`src/design/rsp_cfg.svh`:
```
// Purpose: constants shared by both ends of the region slave link
// Assumes: word addressing on the processor bus
// Notes:   timing counts are in ref_clk cycles
`ifndef RSP_CFG_SVH
`define RSP_CFG_SVH
`define RSP_ADDR_W      16
`define RSP_DATA_W      32
`define RSP_BASE_ADDR   16'h0100
`define RSP_NUM_WORDS   16'h0010
`define RSP_RD_TIMEOUT  8'h10
`endif

```
`src/design/rsp_pkg.sv`:
```
// Purpose: types for the region slave port and its bus master
// Assumes: nothing beyond rsp_cfg.svh
// Notes:   access modes of the window
package rsp_pkg;
  typedef enum logic [1:0]
  {
    RSP_MODE_READ,
    RSP_MODE_WRITE,
    RSP_MODE_RDWR,
    RSP_MODE_CONST
  } rsp_mode_type;
endpackage

```
`src/design/rsp_bus_if.sv`:
```
// Purpose: processor-side bus between master and region slave port
// Assumes: single ref_clk domain
// Notes:   no pipelined reads: one read outstanding at a time
`timescale 1ns/1ps
`default_nettype none
`include "rsp_cfg.svh"
interface rsp_bus_if;
  logic [`RSP_ADDR_W-1:0] address;
  logic [`RSP_DATA_W-1:0] writedata;
  logic                   write;
  logic                   read;
  logic [`RSP_DATA_W-1:0] readdata;
  logic                   readdatavalid;
  modport master
  (
    output address,
    output writedata,
    output write,
    output read,
    input  readdata,
    input  readdatavalid
  );
  modport slave
  (
    input  address,
    input  writedata,
    input  write,
    input  read,
    output readdata,
    output readdatavalid
  );
endinterface
`default_nettype wire

```
`src/design/rsp_region_slave_port.sv`:
```
// Purpose: forwards bus accesses inside one window to user logic
// Assumes: user logic in the same clock domain, answers reads itself
// Notes:   reads are not pipelined; a window read blocks new reads
`timescale 1ns/1ps
`default_nettype none
`include "rsp_cfg.svh"
module rsp_region_slave_port
#(
  parameter int                   DATA_W    = `RSP_DATA_W,
  parameter int                   ADDR_W    = `RSP_ADDR_W,
  parameter logic [ADDR_W-1:0]    BASE_ADDR = `RSP_BASE_ADDR,
  parameter logic [ADDR_W-1:0]    NUM_WORDS = `RSP_NUM_WORDS,
  parameter rsp_pkg::rsp_mode_type MODE     = rsp_pkg::RSP_MODE_RDWR
)
(
  input  wire logic              ref_clk,
  input  wire logic              srst,
  rsp_bus_if.slave               bus,
  output var  logic [ADDR_W-1:0] userAddr,
  output var  logic [DATA_W-1:0] userWrData,
  output var  logic              userWrEn,
  output var  logic              userRdEn,
  input  wire logic [DATA_W-1:0] userRdData,
  input  wire logic              respReadValid
);
  import rsp_pkg::*;

  // ********************************
  // parameter checks
  // ********************************
  // widths limited to bus words
  if (DATA_W != 16 && DATA_W != 32)
  begin : gen_bad_data_w
    $error("data width must be 16 or 32");
  end

  // a window that wraps would alias low addresses
  if (ADDR_W < 31 && int'(BASE_ADDR) + int'(NUM_WORDS) > (1 << ADDR_W))
  begin : gen_bad_window
    $error("window runs past the top of the address space");
  end

  // ********************************
  // window decode
  // ********************************
  function automatic logic inWindow(input logic [ADDR_W-1:0] a);
    inWindow = (a >= BASE_ADDR) && ((a - BASE_ADDR) < NUM_WORDS);
  endfunction

  function automatic logic [ADDR_W-1:0] winOffset
  (
    input logic [ADDR_W-1:0] a
  );
    winOffset = a - BASE_ADDR;
  endfunction

  // mode gating
  // constant mode takes nothing but keeps its range
  function automatic logic modeWrites(input rsp_mode_type m);
    modeWrites = (m == RSP_MODE_WRITE) || (m == RSP_MODE_RDWR);
  endfunction

  function automatic logic modeReads(input rsp_mode_type m);
    modeReads = (m == RSP_MODE_READ) || (m == RSP_MODE_RDWR);
  endfunction

  // ********************************
  // state and decode terms
  // ********************************
  logic [ADDR_W-1:0] userAddr_r,   userAddr_nxt;
  logic [DATA_W-1:0] userWrData_r, userWrData_nxt;
  logic              userWrEn_r,   userWrEn_nxt;
  logic              userRdEn_r,   userRdEn_nxt;
  logic              busy_r,       busy_nxt;
  logic [DATA_W-1:0] rdData_r,     rdData_nxt;
  logic              rdValid_r,    rdValid_nxt;

  logic [ADDR_W-1:0] busAddr;
  logic              hit;
  logic              wrOk;
  logic              rdOk;
  logic              wrTake;
  logic              rdTake;
  logic              rdDone;

  always_comb
  begin
    busAddr = ADDR_W'(bus.address);
    hit     = inWindow(busAddr);
    wrOk    = modeWrites(MODE);
    rdOk    = modeReads(MODE);
    // a write this mode takes wins if both ever arrive together
    wrTake  = bus.write && hit && wrOk;
    rdTake  = bus.read && hit && rdOk && !busy_r && !wrTake;
    rdDone  = busy_r && respReadValid;
  end

  // ********************************
  // forwarding to user logic
  // ********************************
  // address and data hold between commands for slow users
  always_comb
  begin
    userAddr_nxt   = userAddr_r;
    userWrData_nxt = userWrData_r;
    userWrEn_nxt   = wrTake;
    userRdEn_nxt   = rdTake;
    if (wrTake)
    begin
      userAddr_nxt   = winOffset(busAddr);
      userWrData_nxt = DATA_W'(bus.writedata);
    end
    else if (rdTake)
    begin
      userAddr_nxt = winOffset(busAddr);
    end
  end

  always_ff @(posedge ref_clk)
  begin
    if (srst)
    begin
      userAddr_r   <= '0;
      userWrData_r <= '0;
      userWrEn_r   <= 1'b0;
      userRdEn_r   <= 1'b0;
    end
    else
    begin
      userAddr_r   <= userAddr_nxt;
      userWrData_r <= userWrData_nxt;
      userWrEn_r   <= userWrEn_nxt;
      userRdEn_r   <= userRdEn_nxt;
    end
  end

  // ********************************
  // read return to the bus
  // ********************************
  // a read landing while one is open is dropped, never queued
  always_comb
  begin
    busy_nxt    = busy_r;
    rdData_nxt  = rdData_r;
    rdValid_nxt = 1'b0;
    if (rdTake)
    begin
      busy_nxt = 1'b1;
    end
    // stray valid with no open read is ignored
    if (rdDone)
    begin
      rdData_nxt  = userRdData;
      rdValid_nxt = 1'b1;
      busy_nxt    = 1'b0;
    end
  end

  always_ff @(posedge ref_clk)
  begin
    if (srst)
    begin
      busy_r    <= 1'b0;
      rdData_r  <= '0;
      rdValid_r <= 1'b0;
    end
    else
    begin
      busy_r    <= busy_nxt;
      rdData_r  <= rdData_nxt;
      rdValid_r <= rdValid_nxt;
    end
  end

  // ********************************
  // outputs, all straight from flops
  // ********************************
  // narrow words are zero padded onto the bus
  assign userAddr          = userAddr_r;
  assign userWrData        = userWrData_r;
  assign userWrEn          = userWrEn_r;
  assign userRdEn          = userRdEn_r;
  assign bus.readdata      = `RSP_DATA_W'(rdData_r);
  assign bus.readdatavalid = rdValid_r;
endmodule
`default_nettype wire

```
`src/flat_wrapper.sv`:
```
// flat-port wrapper written by rule: the top's interface ports become plain ports
module rsp_region_slave_port_flat import rsp_pkg::*;
#(
  parameter int                   DATA_W    = `RSP_DATA_W,
  parameter int                   ADDR_W    = `RSP_ADDR_W,
  parameter logic [ADDR_W-1:0]    BASE_ADDR = `RSP_BASE_ADDR,
  parameter logic [ADDR_W-1:0]    NUM_WORDS = `RSP_NUM_WORDS,
  parameter rsp_pkg::rsp_mode_type MODE     = rsp_pkg::RSP_MODE_RDWR
)
  (ref_clk, srst, userAddr, userWrData, userWrEn, userRdEn, userRdData, respReadValid, bus_address, bus_writedata, bus_write, bus_read, bus_readdata, bus_readdatavalid);
  rsp_bus_if bus_i ();
  input  wire logic ref_clk;
  input  wire logic srst;
  output var  logic [ADDR_W-1:0] userAddr;
  output var  logic [DATA_W-1:0] userWrData;
  output var  logic userWrEn;
  output var  logic userRdEn;
  input  wire logic [DATA_W-1:0] userRdData;
  input  wire logic respReadValid;
  input wire logic [$bits(bus_i.address)-1:0] bus_address;
  input wire logic [$bits(bus_i.writedata)-1:0] bus_writedata;
  input wire logic [$bits(bus_i.write)-1:0] bus_write;
  input wire logic [$bits(bus_i.read)-1:0] bus_read;
  output wire logic [$bits(bus_i.readdata)-1:0] bus_readdata;
  output wire logic [$bits(bus_i.readdatavalid)-1:0] bus_readdatavalid;
  assign bus_i.address = bus_address;
  assign bus_i.writedata = bus_writedata;
  assign bus_i.write = bus_write;
  assign bus_i.read = bus_read;
  assign bus_readdata = bus_i.readdata;
  assign bus_readdatavalid = bus_i.readdatavalid;
  rsp_region_slave_port #(.DATA_W(DATA_W), .ADDR_W(ADDR_W), .BASE_ADDR(BASE_ADDR), .NUM_WORDS(NUM_WORDS), .MODE(MODE)) u_core (.ref_clk(ref_clk), .srst(srst), .bus(bus_i), .userAddr(userAddr), .userWrData(userWrData), .userWrEn(userWrEn), .userRdEn(userRdEn), .userRdData(userRdData), .respReadValid(respReadValid));
endmodule
```
`config.mk`:
```
export PLATFORM = sky130hd
export DESIGN_NAME = rsp_region_slave_port_flat
export DESIGN_NICKNAME = d
export VERILOG_FILES = /design/src/design/rsp_pkg.sv /design/src/design/rsp_bus_if.sv /design/src/design/rsp_region_slave_port.sv /design/src/flat_wrapper.sv
export VERILOG_INCLUDE_DIRS = /design/src /design/src/design
export SDC_FILE = /design/constraint.sdc
export NUM_CORES = 1
export LEC_CHECK = 0
export BUFFER_PORTS_ARGS = -buffer_cell sky130_fd_sc_hd__buf_4
export CAP_MARGIN = 25
export CORE_MARGIN = 5
export CORE_UTILIZATION = 44
export CTS_CLUSTER_SIZE = 14
export DETAILED_ROUTE_END_ITERATION = 8
export PLACE_DENSITY = 0.86
export SLEW_MARGIN = 20
export SYNTH_ARGS = -nofsm -noshare
export SYNTH_HDL_FRONTEND = slang
export SYNTH_SLANG_ARGS = --single-unit
```
`constraint.sdc`:
```
create_clock -name ref_clk -period 2 [get_ports ref_clk]
set_clock_uncertainty 0.15 [all_clocks]
set_input_delay 0 -clock ref_clk [delete_from_list [all_inputs] [get_ports ref_clk]]
set_output_delay 0 -clock ref_clk [all_outputs]
set_load 0.005 [all_outputs]
```
==> key figures <==
Routing
  – Via count: roughly 3500
  – Number of DRC markers in iteration 0: 184
  – Wire per inst: 19.4 um
  – Number of remaining DRC errors: 0
  – Final WL: 12100 um
  – Vias per cell: 5.66
  – First-pass DRT Iterations: 5
  – Final ANT Viol Nets: 0

Die
  – Rows: 30
  – Die area: roughly 8700 um2
  – Die height: 93.3 um
  – I/O pin total: 168
  – CORE AREA: 6760 um2
  – Initial Util: approximately 45%
  – Die Wd: 93.3 um

Power
  – Internal: 2.75 mW
  – Clk pwr share: 41.8%
  – Switching pwr: roughly 0.81 mW
  – Reg power frac: a little under half
  – PwrDens: 662 nW/um2
  – Power Total: 3.56 mW
  – Logic pwr share: 11.2%
  – Fraction of power spent switching nets: a little under a quarter
  – Leak Pwr: 2.29 nW
  – Max VDD drop: about 0.46 mV

Synthesis
  – Synthesized area: just over 3000 um2
  – Leading area contributor after synthesis: dfxtp_1
  – Synthesized area per cell: 9.90 um2
  – Yosys Warn Count: 0
  – Sequential element share of the synthesized area: 55.1%
  – Yosys top cell area share: 55.1%
  – #FFs+latches synth: 84
  – Post-synthesis cell count: 308
  – Synth unique cells: 28
  – Largest cells by area after synthesis: dfxtp_1 55%, a22o_1 9.2%, nand4_1 8.4%, a21oi_1 6.7%, o21ai_0 6.6%
  – Syn nets: 396

Timing
  – Pins over their slew limit: 0
  – Max-slew headroom: 61.7%
  – Tmin final: 1.94 ns
  – Setup violations, final: 0
  – Final Hold Slack: 0.0442 ns
  – Final worst slack: slightly below 0.06 ns
  – Highest Clock Rate: 515 MHz
  – Final Hold Vio Count: 0
  – Fin crit share: 97.1%
  – Slew @ Worst Pin: approximately 0.57 ns

Setup path
  – Worst-path maximum fanout: 8
  – Worst reg2reg path startpoint: u_core.busy_r
  – Critical path class: input pin to flip-flop
  – Flop2flop setup slack: between 0.3 and 0.4 ns
  – Critical path data arrival time: between 2 and 2.5 ns
  – Crit end category: flip-flop
  – Worst path cell trace: dlygate4sd3_1 -> buf_4 -> or4_4 -> and3_4 -> buf_4 -> and3_4 -> nor3b_1
  – Worst Reg2Reg Path Length in Cells: 4
  – Worst EP required: 2.11 ns
  – RR Endpoint: u_core.userAddr[11]
  – CP max stage cell: or4_4
  – Worst path max stage delay: 0.55 ns
  – CP Launch Type: input pin

Finish
  – Final cell count without fillers: 624
  – Layout Nets: approximately 630
  – # fillers: 411
  – P&R area growth vs syn: 76.3%
  – Share of cells above drive strength 1: between 30 and 40%

Min path
  – Hold Path Class: input pin to flip-flop
  – Hold Path End: u_core.userWrData[14]
  – Worst Hold Launch: bus_address[11]
  – Hold Path Depth: 5

Clock tree
  – Clk Latency, worst-skew pair: 0.35 ns
  – Clock root cell: clkbuf_8
  – CTS tree: built
  – Reg clk slew, reported paths: around 0.09 ns
  – CTS Buffer Depth: 2
  – Clock sink count: 84
  – H-tree levels: 3
  – CTS buffer count: 9

Global routing
  – Largest net degree at the start of global routing: 53
  – First-pass GRT wire length: 18300 um
  – Congestion Overflow GR: 0
  – Met3 usage in global routing: 9.90%
  – GR Util met2: 48.3%
  – Met1 GRT Util: 26.4%
  – Initial antenna violation count: 0
  – Vias in the first global route: about 3800
  – Global Route Usage Sum: 26.7%
  – GRT Max-Usage Layer: met2

Outcome
  – Status: completed

Place
  – Setup WS pre-CTS: 0.191 ns
  – Post-DP HPWL: between 6000 and 7000 um
  – I/O Buffers: 167
  – GPL Wtd Cong: between 0.7 and 0.8
  – Placed cells: between 500 and 600

Job
  – MaxCap Viol Count: 0
## final cells by class
| cell class | count | area [um2] | share of cell area [%] |
|---|---|---|---|
| Multi-Input combinational cell | 187 | 1220 | 22.7 |
| Inverter | 2 | 7.51 | 0.140 |
| Clock buffer | 9 | 124 | 2.30 |
| Sequential cell | 84 | 1680 | 31.3 |
| Antenna cell | 1 | 2.50 | 0.0465 |
| Clock inverter | 7 | 123 | 2.28 |
| Tap cell | 80 | 100 | 1.86 |
| Timing Repair Buffer | 254 | 2120 | 39.4 |
## synth_stat cells
| cell | count |
|---|---|
| ha_1 | 3 |
| a21oi_1 | 41 |
| nor2b_1 | 3 |
| buf_2 | 7 |
| o2111ai_1 | 1 |
| nand2_1 | 2 |
| nor2_1 | 1 |
| a22o_1 | 32 |
| o31ai_1 | 1 |
| or4_4 | 1 |
| nand4_1 | 41 |
| nor3b_1 | 7 |
| buf_1 | 4 |
| xnor2_1 | 1 |
| a31oi_1 | 3 |
| and3_1 | 1 |
| buf_6 | 2 |
| nor4_1 | 1 |
| a211oi_2 | 2 |
| nand3_1 | 1 |
| o21ai_0 | 40 |
| and3_4 | 2 |
| o41ai_1 | 1 |
| dfxtp_1 | 84 |
| or2_2 | 1 |
| nor4b_1 | 1 |
| inv_1 | 2 |
| clkbuf_1 | 22 |
## kinds of logic (layout without fill, tap and decap cells)
logic type / count (synthesis) / after routing / synth area share, %
adders and majority gates: 3 / 3 / 1.23
and+or+nand+nor: 62 / 62 / 13.3
DFF: 84 / 84 / 55.1
other: 0 / 1 / 0
xor gates and xnor gates: 1 / 1 / 0.287
AOI/OAI and AO/OA: 121 / 121 / 24.7
buffers and inverters: 37 / 272 / 5.33
## routing by layer
metal / vias up / routed length, um / part of all wire (%)
li1: 1622 / - / -
met2: 215 / 6380 / 53
met1: 1643 / 4120 / 34
met3: 49 / 1120 / 9.2
met5: - / 0 / 0
met4: 0 / 469 / 3.9
## flip-flops by register name, indices dropped and copies added (netlist names)
register,flops
u_core.bus.readdata,32
u_core.userWrData,32
u_core.userAddr,16
u_core.bus.readdatavalid,1
u_core.busy_r,1
u_core.userRdEn,1
u_core.userWrEn,1
## worst max path at each step
stage / startpoint / endpoint / slack (ns)
finish: bus_address[8] / u_core.userAddr[11] / 0.06
global route: bus_address[9] / u_core.userWrData[12] / -0.02
CTS: bus_address[4] / u_core.userWrData[6] / 0.004
global placement: bus_address[4] / u_core.userWrData[20] / 0.30
floorplan: bus_address[8] / u_core.userAddr[8] / 0.49
detailed placement: bus_address[4] / u_core.userWrData[6] / 0.19
## cell usage in the layout, fill, tap and decap left out, types with 3 or more instances in the layout
cell type        n
buf_4          174
dfxtp_1         84
dlygate4sd3_1   78
nand4_1         41
o21ai_0         40
a21oi_1         40
a22o_1          32
clkbuf_8         9
nor3b_1          7
nor2b_1          3
a31oi_1          3
ha_1             3
bufinv_16        3
## timing repair
item / in CTS / in global routing
hold endpoints to repair: 77 / 0
hold buffers: 78 / 0
resized for setup: 0 / 3
buffers inserted: 0 / 2
endpoints found under the setup margin: 0 / 35
## worst max-delay path: cells and delay by family
family,cells,cell delay (ns)
buffers and inverters,3,0.84
AND/OR/NAND/NOR,4,1.21
## through the flow
stage	instance area, um2	setup TNS [ns]	utilization [%]
2_1_floorplan	3050	0	-
3_3_place_gp	4320	0	63.9
3_5_place_dp	4320	0	63.9
4_1_cts	5350	0	79.1
5_1_grt	5380	-0.0166	79.6
6_report	5380	0	79.6
## power by group through the flow
| stage | registers, mW | logic [mW] | clock network (mW) |
|---|---|---|---|
| after floorplan | 1.71 | 0.0945 | 0 |
| after global placement | 1.71 | 0.249 | 0 |
| after detailed placement | 1.71 | 0.252 | 0 |
| after CTS | 1.67 | 0.376 | 1.50 |
| final | 1.67 | 0.399 | 1.49 |
| after global routing | 1.67 | 0.422 | 1.58 |
Note: power is estimated with default switching activity, not from simulation.
